**config.mk**
```make
export PLATFORM = sky130hd
export DESIGN_NAME = ists_idle_sched
export DESIGN_NICKNAME = d
export VERILOG_FILES = /design/src/core/ists_pkg.sv /design/src/core/ists_idle_sched.sv /design/src/core/ists_tick_div.sv
export SDC_FILE = /design/constraint.sdc
export NUM_CORES = 1
export LEC_CHECK = 0
export BUFFER_PORTS_ARGS = -buffer_cell sky130_fd_sc_hd__buf_2
export CELL_PAD_IN_SITES_DETAIL_PLACEMENT = 0
export CELL_PAD_IN_SITES_GLOBAL_PLACEMENT = 2
export CORE_AREA = 8 8 169 203
export DETAILED_ROUTE_END_ITERATION = 8
export DIE_AREA = 0 0 177 211
export PLACE_DENSITY = 0.82
export SYNTH_ARGS = -nofsm -noshare
export SYNTH_HDL_FRONTEND = slang
export SYNTH_HIERARCHICAL = 1
export SYNTH_SLANG_ARGS = --single-unit
```
**constraint.sdc**
```tcl
create_clock -name ref_clk -period 7.6 [get_ports ref_clk]
set_clock_uncertainty 0.2 [all_clocks]
set_input_delay 0 -clock ref_clk [delete_from_list [all_inputs] [get_ports ref_clk]]
set_output_delay 0 -clock ref_clk [all_outputs]
set_load 0.05 [all_outputs]
```
**src/core/ists_pkg.sv**
```systemverilog
// Constants, register map and carrier types of the idle task scheduler
package ists_pkg;
   // ===================================================
   // Timing
   localparam int REF_CLK_HZ = 10_000_000;
   localparam int SLOW_OSC_HZ = 10_000;
   localparam int SLOW_TICK_CYC = REF_CLK_HZ / SLOW_OSC_HZ;
   localparam int RES_FINE_US = 500;
   localparam int RES_COARSE_MS = 100;
   localparam int RES_FINE_TICKS = RES_FINE_US * SLOW_OSC_HZ / 1_000_000;
   localparam int RES_COARSE_TICKS = RES_COARSE_MS * SLOW_OSC_HZ / 1_000;
   localparam logic [10:0] STOP_CYC_256 = 11'h100;
   localparam logic [10:0] STOP_CYC_512 = 11'h200;
   localparam logic [10:0] STOP_CYC_1024 = 11'h400;
   localparam logic [9:0] ATC_CYC_100 = 10'h064;
   localparam logic [9:0] ATC_CYC_500 = 10'h1f4;
   // ===================================================
   // Register offsets
   localparam logic [7:0] OFF_CMD = 8'h00;
   localparam logic [7:0] OFF_STATUS2 = 8'h02;
   localparam logic [7:0] OFF_GEN_A = 8'h0c;
   localparam logic [7:0] OFF_GEN_B = 8'h0d;
   localparam logic [7:0] OFF_RX_CFG = 8'h0e;
   localparam logic [7:0] OFF_IDLE_CFG = 8'h10;
   localparam logic [7:0] OFF_SNIFF_CFG = 8'h11;
   localparam logic [7:0] OFF_SNIFF_INT = 8'h12;
   localparam logic [7:0] OFF_E_DWELL = 8'h13;
   localparam logic [7:0] OFF_C_DWELL = 8'h20;
   localparam logic [7:0] OFF_BURST_INT = 8'h21;
   localparam logic [7:0] OFF_HK_INT = 8'h22;
   localparam logic [7:0] OFF_FW_TARGET = 8'h23;
   localparam logic [7:0] OFF_E_THRESH = 8'h24;
   localparam logic [7:0] OFF_TASK_OPT = 8'h25;
   localparam logic [7:0] CMD_IDLE_ENTER = 8'h03;
   localparam logic [7:0] CMD_IDLE_RETURN = 8'h04;
   // ===================================================
   // Field positions
   localparam int GA_SYS_CLOCK_OUTPUT_PIN_STBY = 0;
   localparam int GA_POR_LSB = 1;
   localparam int GB_FREQ_LSB = 0;
   localparam int RX_WAKE_THR = 0;
   localparam int RX_QUIET = 1;
   localparam int TK_SNIFF = 0;
   localparam int TK_BURST = 1;
   localparam int TK_HK = 2;
   localparam int IC_STOP_LSB = 3;
   localparam int IC_DATA_TRANSFER_SELECT_N_LSB = 5;
   localparam int SC_RES = 0;
   localparam int SC_ATC_LSB = 3;
   localparam int TO_ID_CHECK = 0;
   localparam int TO_HK_WAKE = 1;
   localparam int S2_BUSY = 0;
   localparam int S2_INT = 1;
   localparam int S2_DATA_TRANSFER_SELECT_N = 2;
   localparam int S2_CLK = 3;
   localparam logic [1:0] POR_STANDBY = 2'b00;
   localparam logic [1:0] POR_IDLE = 2'b01;
   localparam logic [1:0] POR_ACTIVE = 2'b10;
   // ===================================================
   // Types
   typedef enum logic [7:0] {
      ST_ACTIVE = 8'h01, ST_STANDBY = 8'h02, ST_IDLE = 8'h04, ST_SNIFF = 8'h08,
      ST_CODE = 8'h10, ST_RECV = 8'h20, ST_BURST = 8'h40, ST_WAKE = 8'h80
   } ists_state_t;
   typedef struct packed {
      logic [7:0] genA, genB, rxCfg, idleCfg, sniffCfg, sniffInt, eDwell;
      logic [7:0] cDwell, burstInt, hkInt, fwTarget, thr, taskOpt;
   } ists_regs_t;
   localparam logic [7:0] REG_ZERO_RST = 8'h00;
   localparam logic [7:0] E_THRESH_RST = 8'h40;
   localparam ists_regs_t REGS_RST = '{thr: E_THRESH_RST, default: REG_ZERO_RST};
   typedef struct packed {
      logic [7:0] energyLevel;
      logic energyDetect, idValid, packetValid, packetFail;
      logic txDone, hkDone, bitTick;
   } ists_rf_in_t;
   typedef struct packed {
      logic rxEnable, rxDataEnable, txEnable, hkEnable;
      logic [7:0] energyThreshold;
   } ists_rf_out_t;
endpackage

```
**src/core/ists_idle_sched.sv**
```systemverilog
// Idle, standby and periodic task scheduler with host clock and select timing
//
// Implementation choice: the strobed register port.
`timescale 1ns/10ps
`default_nettype none
// Overview of operation
// - Command 0x03 enters idle, 0x04 returns to idle from any activity.
// - Options A bits 2:1 choose the state taken after power-on reset.
// - Options A bit 0 keeps the system clock running in standby.
// - Options B bits 1:0 choose the system clock frequency.
// - Standby may drive the system clock; idle stops it.
// - A 10 kHz slow time base drives sniff, burst and housekeeping timers.
// - Clock restarts to host after a valid packet or waking housekeeping.
// - Host writes return-to-idle after activities finish; device re-enters idle.
// - Idle config bits 0,1,2 enable sniff, burst, housekeeping; housekeeping runs only with sniff and ID check off.
// - Host interrupt marks data ready; active-low select starts transfer later.
// - Idle config bits 7:5 set interrupt-to-select delay after a valid packet, 111 is 8 bits.
// - Idle config bits 4:3 set 1024/512/256/0 clocks before shutdown.
// - Periodic housekeeping wakes for calibration or host wake-up.
// - Periodic burst wakes, transmits, then sleeps again.
// - Sniff wakes to check energy; on energy switches to full receive.
// - With ID check, missing valid identifier sends receiver back to sleep.
// - Receive config bit 1 hides clock and data below the energy threshold.
// - Receive config bit 0 wakes on energy reaching the programmed threshold.
// - Sniff interval sets the sleep period between receiver wake-ups.
// - Energy dwell sets how long each sniff wake-up listens for energy.
// - Code dwell limits the identifier search after energy detection.
// - False wake-ups are counted to track the noise level.
// - Sniff period is interval times 100 ms or 500 us resolution.
// - Threshold rises above target false wakes, falls below target.
module ists_idle_sched #(
   parameter int SLOW_DIV = ists_pkg::SLOW_TICK_CYC
) (
   input wire logic ref_clk,
   input wire logic reset_n,
   input wire logic [7:0] regAddr,
   input wire logic [7:0] regWdata,
   input wire logic regWrite,
   input wire logic regRead,
   output logic [7:0] regRdata,
   input wire ists_pkg::ists_rf_in_t rfIn,
   output ists_pkg::ists_rf_out_t rfOut,
   output logic sysClockOutputPin,
   output logic dataTransferSelect_n,
   output logic hostInterrupt,
   output logic busy
);
   import ists_pkg::*;

   typedef struct packed {
      ists_state_t st;
      logic por;
      ists_regs_t regs;
      logic [7:0] rdata;
      logic [2:0][7:0] tCnt;
      logic [2:0] pend;
      logic [7:0] dwell;
      logic [9:0] cyc, fw;
      logic [10:0] stopCnt;
      logic sys_clock_output_pin;
      logic [2:0] sysDiv;
      logic [3:0] dssnCnt;
      logic dssnAct, hostInt;
   } ists_core_t;

   ists_core_t s, n;
   logic slowTick, fineTick, coarseTick;
   logic energyHit, clkRun, cmdHit, inSched, isBusy;
   logic [2:0] taskTick;
   logic [2:0][7:0] period;
   logic [3:0] dssnDelay;
   logic [9:0] atcN;
   logic [10:0] stopLoad;
   logic [2:0] halfLoad;

   if (SLOW_DIV < 2) begin : g_chk
      $error("ists_idle_sched: SLOW_DIV below 2");
   end

   // ===================================================
   // Time bases
   // slow oscillator tick
   ists_tick_div #(.DIV(SLOW_DIV)) u_slow (
      .ref_clk(ref_clk),
      .reset_n(reset_n),
      .enable(1'b1),
      .tick(slowTick)
   );
   ists_tick_div #(.DIV(RES_FINE_TICKS)) u_fine (
      .ref_clk(ref_clk),
      .reset_n(reset_n),
      .enable(slowTick),
      .tick(fineTick)
   );
   ists_tick_div #(.DIV(RES_COARSE_TICKS)) u_coarse (
      .ref_clk(ref_clk),
      .reset_n(reset_n),
      .enable(slowTick),
      .tick(coarseTick)
   );

   // ===================================================
   // Decodes
   always_comb begin
      energyHit = s.regs.rxCfg[RX_WAKE_THR] ? (rfIn.energyLevel >= s.regs.thr)
                                            : rfIn.energyDetect;
      // sniff interval uses the selected resolution
      taskTick[TK_SNIFF] = s.regs.sniffCfg[SC_RES] ? coarseTick : fineTick;
      taskTick[TK_BURST] = coarseTick;
      taskTick[TK_HK] = coarseTick;
      period[TK_SNIFF] = s.regs.sniffInt;
      period[TK_BURST] = s.regs.burstInt;
      period[TK_HK] = s.regs.hkInt;
      // 111 gives 8 bit times, 000 none
      if (s.regs.idleCfg[IC_DATA_TRANSFER_SELECT_N_LSB +: 3] == 3'h0) begin
         dssnDelay = 4'h0;
      end else begin
         dssnDelay = {1'b0, s.regs.idleCfg[IC_DATA_TRANSFER_SELECT_N_LSB +: 3]} + 4'h1;
      end
      // clocks granted after the idle command
      unique case (s.regs.idleCfg[IC_STOP_LSB +: 2])
         2'b11: stopLoad = STOP_CYC_1024;
         2'b10: stopLoad = STOP_CYC_512;
         2'b01: stopLoad = STOP_CYC_256;
         2'b00: stopLoad = 11'h000;
      endcase
      unique case (s.regs.sniffCfg[SC_ATC_LSB +: 2])
         2'b11: atcN = ATC_CYC_100;
         2'b10: atcN = ATC_CYC_500;
         2'b01: atcN = ATC_CYC_100;
         2'b00: atcN = 10'h000;
      endcase
      // half period of 1, 2, 4 or 8 reference cycles
      halfLoad = 3'((4'h1 << s.regs.genB[GB_FREQ_LSB +: 2]) - 4'h1);
      // clock runs awake, in standby if asked, in grace
      clkRun = (s.st == ST_ACTIVE) || (s.st == ST_WAKE) || (s.stopCnt != 11'h000)
               || ((s.st == ST_STANDBY) && s.regs.genA[GA_SYS_CLOCK_OUTPUT_PIN_STBY]);
      cmdHit = regWrite && (regAddr == OFF_CMD)
               && ((regWdata == CMD_IDLE_ENTER) || (regWdata == CMD_IDLE_RETURN));
      inSched = (s.st != ST_ACTIVE) && (s.st != ST_STANDBY);
      isBusy = (s.st == ST_SNIFF) || (s.st == ST_CODE) || (s.st == ST_RECV)
               || (s.st == ST_BURST);
   end

   // ===================================================
   // Next state
   always_comb begin
      n = s;
      n.rdata = 8'h00;
      n.por = 1'b0;
      if (regWrite) begin
         case (regAddr)
            OFF_GEN_A: n.regs.genA = regWdata;
            OFF_GEN_B: n.regs.genB = regWdata;
            OFF_RX_CFG: n.regs.rxCfg = regWdata;
            OFF_IDLE_CFG: n.regs.idleCfg = regWdata;
            OFF_SNIFF_CFG: n.regs.sniffCfg = regWdata;
            OFF_SNIFF_INT: n.regs.sniffInt = regWdata;
            OFF_E_DWELL: n.regs.eDwell = regWdata;
            OFF_C_DWELL: n.regs.cDwell = regWdata;
            OFF_BURST_INT: n.regs.burstInt = regWdata;
            OFF_HK_INT: n.regs.hkInt = regWdata;
            OFF_FW_TARGET: n.regs.fwTarget = regWdata;
            OFF_E_THRESH: n.regs.thr = regWdata;
            OFF_TASK_OPT: n.regs.taskOpt = regWdata;
            default: ;
         endcase
      end
      if (regRead) begin
         case (regAddr)
            OFF_STATUS2: n.rdata = {4'h0, clkRun, s.dssnAct, s.hostInt, isBusy};
            OFF_GEN_A: n.rdata = s.regs.genA;
            OFF_GEN_B: n.rdata = s.regs.genB;
            OFF_RX_CFG: n.rdata = s.regs.rxCfg;
            OFF_IDLE_CFG: n.rdata = s.regs.idleCfg;
            OFF_SNIFF_CFG: n.rdata = s.regs.sniffCfg;
            OFF_SNIFF_INT: n.rdata = s.regs.sniffInt;
            OFF_E_DWELL: n.rdata = s.regs.eDwell;
            OFF_C_DWELL: n.rdata = s.regs.cDwell;
            OFF_BURST_INT: n.rdata = s.regs.burstInt;
            OFF_HK_INT: n.rdata = s.regs.hkInt;
            OFF_FW_TARGET: n.rdata = s.regs.fwTarget;
            OFF_E_THRESH: n.rdata = s.regs.thr;
            OFF_TASK_OPT: n.rdata = s.regs.taskOpt;
            default: n.rdata = 8'h00;
         endcase
      end

      unique case (s.st)
         ST_ACTIVE, ST_STANDBY: ;
         ST_IDLE: begin
            if (s.pend[TK_SNIFF]) begin
               n.pend[TK_SNIFF] = 1'b0;
               n.st = ST_SNIFF;
               n.dwell = s.regs.eDwell;
               n.cyc = s.cyc + 10'h001;
               // adjust after the counted window of sniff cycles
               if ((atcN != 10'h000) && (n.cyc >= atcN)) begin
                  if ((s.fw > {2'b00, s.regs.fwTarget}) && (s.regs.thr != 8'hff)) begin
                     n.regs.thr = s.regs.thr + 8'h01;
                  end else if ((s.fw < {2'b00, s.regs.fwTarget}) && (s.regs.thr != 8'h00)) begin
                     n.regs.thr = s.regs.thr - 8'h01;
                  end
                  n.cyc = 10'h000;
                  n.fw = 10'h000;
               end
            end else if (s.pend[TK_BURST]) begin
               n.pend[TK_BURST] = 1'b0;
               n.st = ST_BURST;
            end else if (s.pend[TK_HK]) begin
               n.pend[TK_HK] = 1'b0;
               // housekeeping runs in the identifier search state
               n.st = ST_CODE;
               n.dwell = 8'h00;
            end
         end
         ST_SNIFF: begin
            // energy found switches to full receive, or to the identifier search with ID check
            if (energyHit) begin
               n.st = s.regs.taskOpt[TO_ID_CHECK] ? ST_CODE : ST_RECV;
               n.dwell = s.regs.cDwell;
            end else if (slowTick) begin
               if (s.dwell == 8'h00) begin
                  n.st = ST_IDLE;
               end else begin
                  n.dwell = s.dwell - 8'h01;
               end
            end
         end
         ST_CODE: begin
            if (rfOut.hkEnable) begin
               if (rfIn.hkDone) begin
                  n.st = s.regs.taskOpt[TO_HK_WAKE] ? ST_WAKE : ST_IDLE;
                  n.hostInt = s.regs.taskOpt[TO_HK_WAKE];
                  n.dssnAct = s.regs.taskOpt[TO_HK_WAKE];
               end
            end else if (rfIn.idValid) begin
               n.st = ST_RECV;
            end else if (slowTick) begin
               // no identifier in time, back to sleep
               if (s.dwell == 8'h00) begin
                  n.st = ST_IDLE;
                  n.fw = s.fw + 10'h001;
               end else begin
                  n.dwell = s.dwell - 8'h01;
               end
            end
         end
         ST_RECV: begin
            if (rfIn.packetValid) begin
               // data ready raises the host interrupt
               n.st = ST_WAKE;
               n.hostInt = 1'b1;
               n.dssnCnt = dssnDelay;
               n.dssnAct = (dssnDelay == 4'h0);
            end else if (rfIn.packetFail) begin
               n.st = ST_IDLE;
               n.fw = s.fw + 10'h001;
            end
         end
         ST_BURST: begin
            if (rfIn.txDone) begin
               n.st = ST_IDLE;
            end
         end
         ST_WAKE: begin
            // select goes low once the delay expires
            if (!s.dssnAct) begin
               if (s.dssnCnt == 4'h0) begin
                  n.dssnAct = 1'b1;
               end else if (rfIn.bitTick) begin
                  n.dssnCnt = s.dssnCnt - 4'h1;
               end
            end
         end
         default: n.st = ST_IDLE;
      endcase

      if (s.por) begin
         unique case (s.regs.genA[GA_POR_LSB +: 2])
            POR_IDLE: n.st = ST_IDLE;
            POR_ACTIVE: n.st = ST_ACTIVE;
            default: n.st = ST_STANDBY;
         endcase
      end

      // host command forces idle from anywhere
      if (cmdHit) begin
         n.st = ST_IDLE;
         n.hostInt = 1'b0;
         n.dssnAct = 1'b0;
         n.dssnCnt = 4'h0;
         n.stopCnt = stopLoad;
      end

      // Set after the FSM's clears so a coinciding expiry is kept
      for (int i = 0; i < 3; i++) begin
         if (!s.regs.idleCfg[i] || !inSched
             || (cmdHit && (regWdata == CMD_IDLE_ENTER))) begin
            n.pend[i] = 1'b0;
            n.tCnt[i] = period[i];
         end else if (taskTick[i]) begin
            if (s.tCnt[i] == 8'h00) begin
               n.pend[i] = 1'b1;
               n.tCnt[i] = period[i];
            end else begin
               n.tCnt[i] = s.tCnt[i] - 8'h01;
            end
         end
      end

      // system clock divider, forced low when stopped
      if (clkRun) begin
         if (s.sysDiv == 3'h0) begin
            n.sys_clock_output_pin = !s.sys_clock_output_pin;
            n.sysDiv = halfLoad;
            // Count on falling edges so the pin ends low
            // A fresh command reload must not be eaten by this decrement
            if (s.sys_clock_output_pin && (s.st == ST_IDLE) && (s.stopCnt != 11'h000) && !cmdHit) begin
               n.stopCnt = s.stopCnt - 11'h001;
            end
         end else begin
            n.sysDiv = s.sysDiv - 3'h1;
         end
      end else begin
         n.sys_clock_output_pin = 1'b0;
         n.sysDiv = 3'h0;
      end
      if (n.st != ST_IDLE) begin
         n.stopCnt = 11'h000;
      end
   end

   always_ff @(posedge ref_clk or negedge reset_n) begin
      if (!reset_n) begin
         s <= '0;
         s.st <= ST_STANDBY;
         s.por <= 1'b1;
         s.regs <= REGS_RST;
      end else begin
         s <= n;
      end
   end

   // ===================================================
   // Outputs
   always_comb begin
      rfOut.hkEnable = (s.st == ST_CODE) && !s.regs.taskOpt[TO_ID_CHECK]
                       && !s.regs.idleCfg[TK_SNIFF] ? 1'b1 : 1'b0;
      rfOut.rxEnable = (s.st == ST_SNIFF) || (s.st == ST_RECV)
                       || ((s.st == ST_CODE) && (s.dwell != 8'h00 || !rfOut.hkEnable));
      rfOut.rxDataEnable = rfOut.rxEnable && !(s.regs.rxCfg[RX_QUIET] && !energyHit);
      rfOut.txEnable = (s.st == ST_BURST);
      rfOut.energyThreshold = s.regs.thr;
   end
   assign regRdata = s.rdata;
   assign sysClockOutputPin = s.sys_clock_output_pin;
   assign dataTransferSelect_n = !s.dssnAct;
   assign hostInterrupt = s.hostInt;
   assign busy = isBusy;
endmodule
`default_nettype wire

```
**src/core/ists_tick_div.sv**
```systemverilog
// Enable-pulse divider for the slow time bases
`timescale 1ns/10ps
`default_nettype none
module ists_tick_div #(
   parameter int DIV = 1000
) (
   input wire logic ref_clk,
   input wire logic reset_n,
   input wire logic enable,
   output logic tick
);
   localparam int W = $clog2(DIV);
   typedef struct packed {
      logic [W-1:0] cnt;
      logic tick;
   } ists_div_t;
   ists_div_t s, n;

   if (DIV < 2) begin : g_chk
      $error("ists_tick_div: DIV below 2");
   end

   always_comb begin
      n = s;
      n.tick = 1'b0;
      if (enable) begin
         if (s.cnt == W'(DIV - 1)) begin
            n.cnt = '0;
            n.tick = 1'b1;
         end else begin
            n.cnt = s.cnt + W'(1);
         end
      end
   end

   always_ff @(posedge ref_clk or negedge reset_n) begin
      if (!reset_n) begin
         s <= '0;
      end else begin
         s <= n;
      end
   end

   assign tick = s.tick;
endmodule
`default_nettype wire

```
==> results.yml <==
run_status:
  status: "finished, final reports clean"
global_routing:
  grt_pass1_vias: 10867
  grt_max_degree: 88
  antenna_found_initial: 3
  grt_overflow_total: 0
  grt_pass1_wl_um: 63000
  grt_usage_pct: 21.3
logic_synthesis:
  yosysTopAreaCellShare_pct: 42.1
  ys_seq_area_share_pct: 42.7
  synth_fa_ha_area_share_pct: 4.59
  muxShareOfSynthArea_pct: 10.6
  ys.flop_type: "dfrtp_1"
  synth_edf_count: 0
  yosysUniqueCellTypes: 84
  async_flop_share_pct: 100
  synthCells: 1380
  synth_top_cell_by_area: "dfrtp_1"
  syn-mean-instance-area_sq_um: 9.48
  synth_xor_area_share_pct: 1.74
  ys_ff_latch: 223
  netlist_top_cells_area: "dfrtp_1 42%, mux2_2 8.3%, ha_1 4.6%"
  synthSimpleGateAreaFrac_pct: 18.9
  yosysWarnings: 6
  synth_area_sq_um: 13100
  synth_top_family_by_area: "simple AND/OR/NAND/NOR gates"
  synth_compound_area_share_pct: 17.0
critical_path:
  path_max_fanout: 11
  path_class: "reg2reg"
  reg2reg_to: "s[194]"
  critPathLaunchType: "flop"
  critPathRequiredTime_ns: 7.86
  critPathCaptureType: "flop"
  cp.arrival_ns: 4.11
  r2r_setup_slack_ns: 3.75
  rr_worst_depth: 7
  r2r-start: "s[191]"
sta:
  whs_ns: 0.0551
  clock.fmax_mhz: 260
  fin_ws_ns: 3.75
  period_share_pct: 50.6
  setup_tns_ns: 0
  period_needed_ns: 3.85
  tightest_slew_ns: 0.967
  slew_headroom_pct: 35.5
  setup_viol: 0
  rsz0062_at_grt: "false"
  final-max-slew-violation-count: 0
  hold_violations: 0
layout:
  final_cell_mix: "220 x dfrtp_1, 122 x nand2_1, 100 x nor2_1, 97 x o21ai_0, 97 x mux2_2"
  layout-drive-gt1-share_pct: 16.5
  area_delta_synth_final_pct: 13.1
  layout_commonest_cell: "dfrtp_1"
  stdcell_area_sq_um: 14800
  final_util_pct: 47.7
  nets: 1517
placement:
  io_buffers: 58
  pre_cts_ws_ns: 3.82
  dp_hpwl_um: 28000
  place.gp.congestion: 0.881
  post_dp_cell_area_sq_um: 13600
power_and_ir_drop:
  p_per_area_nw_per_um2: 202
  leakagePower_nw: 6.58
  vdd_drop_max_uv: 155
drt:
  totalWireLength_um: 39700
  post_drt_wl_per_cell_um: 21.4
  drc: 0
  vias_per_cell: 5.92
  drt-initial-drc-count: 1009
  dr.pass1.iters: 6
  antenna_left: 0
  vias: 10996
floorplanning:
  coreArea_sq_um: 31000
  boundaryPins: 59
  die_y_um: 211
  rows: 71
  fp.dieArea_sq_um: 37300
  start_util_pct: 42.2
  die_w_um: 177
min_path:
  hold_end: "regRdata[5]"
  min_from: "regAddr[1]"
  whs_path_depth: 4
  hold_class: "in2reg"
clock_network:
  clk_path_buf_depth: 3
  clockRootBuffer: "clkbuf_16"
  post_cts_buffers: 0
  path_clk_slew_ns: 0.06
  post_cts_resized: 0
  clk_latency_ns: 0.54
  cts_buffers: 26
  cts_tree: "done"
  cts_sinks: 223
  h-tree-depth: 1
  cts.hold.buffers_added: 29
job:
  cap_viol_max_count: 0
-- stage by stage --
stage | total power (W) | std cells
final | 0.00299 | 1857
after global routing | 0.00312 | 1855
after CTS | 0.00302 | 1855
after detailed placement | 0.00174 | 1778
after global placement | 0.00174 | 1778
after floorplan | 0.00159 | 1386
-- logic make-up (layout without fill, tap and decap cells) --
logic type | Yosys count | after routing
AOI/OAI and AO/OA | 342 | 342
xor gates and xnor gates | 26 | 26
adders and majority gates | 48 | 48
buffers and inverters | 135 | 203
DFF | 223 | 223
muxes | 126 | 126
other | 2 | 10
and+or+nand+nor | 478 | 478
-- power by group --
part	switching, W	internal (W)
Combinational	0.000258	0.000155
Clock	0.000521	0.000737
Sequential	0.0000738	0.00125
-- cells in the mapped netlist (22+ instances only) --
cell type	instances
a21oi_1	81
a31oi_1	22
clkbuf_1	50
dfrtp_1	220
ha_1	48
inv_1	58
mux2_2	97
mux2i_1	29
nand2_1	122
nand3_1	47
nor2_1	100
nor3_1	50
nor4_1	24
o21ai_0	97
-- area by class of cell --
class                           count  area [sq um]
Antenna cell                        2          5.00
Clock buffer                       41           818
Clock inverter                      7          46.3
Fill cell                        2976         16200
Inverter                           58           218
Multi-Input combinational cell   1028          6940
Sequential cell                   223          5580
Tap cell                          401           502
Timing Repair Buffer               97           683
-- state kept, by name, summed over array words and instances, names as in the netlist --
| register | cells |
|---|---|
| hostInterrupt | 1 |
| period | 24 |
| regRdata | 8 |
| rfOut | 8 |
| s | 155 |
| sysClockOutputPin | 1 |
| u_coarse/s | 10 |
| u_coarse/tick | 1 |
| u_fine/s | 3 |
| u_fine/tick | 1 |
| u_slow/s | 10 |
| u_slow/tick | 1 |
-- per-layer routing --
layer / track usage (%) / share of wire, %
met5: 0 / 0.028
met4: 8.01 / 3.7
met3: 3.51 / 6.2
met2: 34.2 / 46
met1: 28.3 / 44
-- worst max path at each step --
stage / start / to / cells after the start
after floorplan: s[31] / rfOut[0] / 13
after global placement: s[31] / rfOut[0] / 13
after detailed placement: s[31] / rfOut[0] / 13
after CTS: s[31] / rfOut[0] / 13
after global routing: s[31] / rfOut[0] / 13
final: s[191] / s[194] / 7
-- worst max-delay path: stages (launching register included) --
cell,delay [ns]
dfrtp_1,0.49
or4_4,0.55
or3_4,0.37
nor3_2,0.59
a31oi_1,0.21
dlygate4sd3_1,0.62
a21oi_1,0.13
dlygate4sd3_1,0.59
Power figures use the tool's default switching activity.
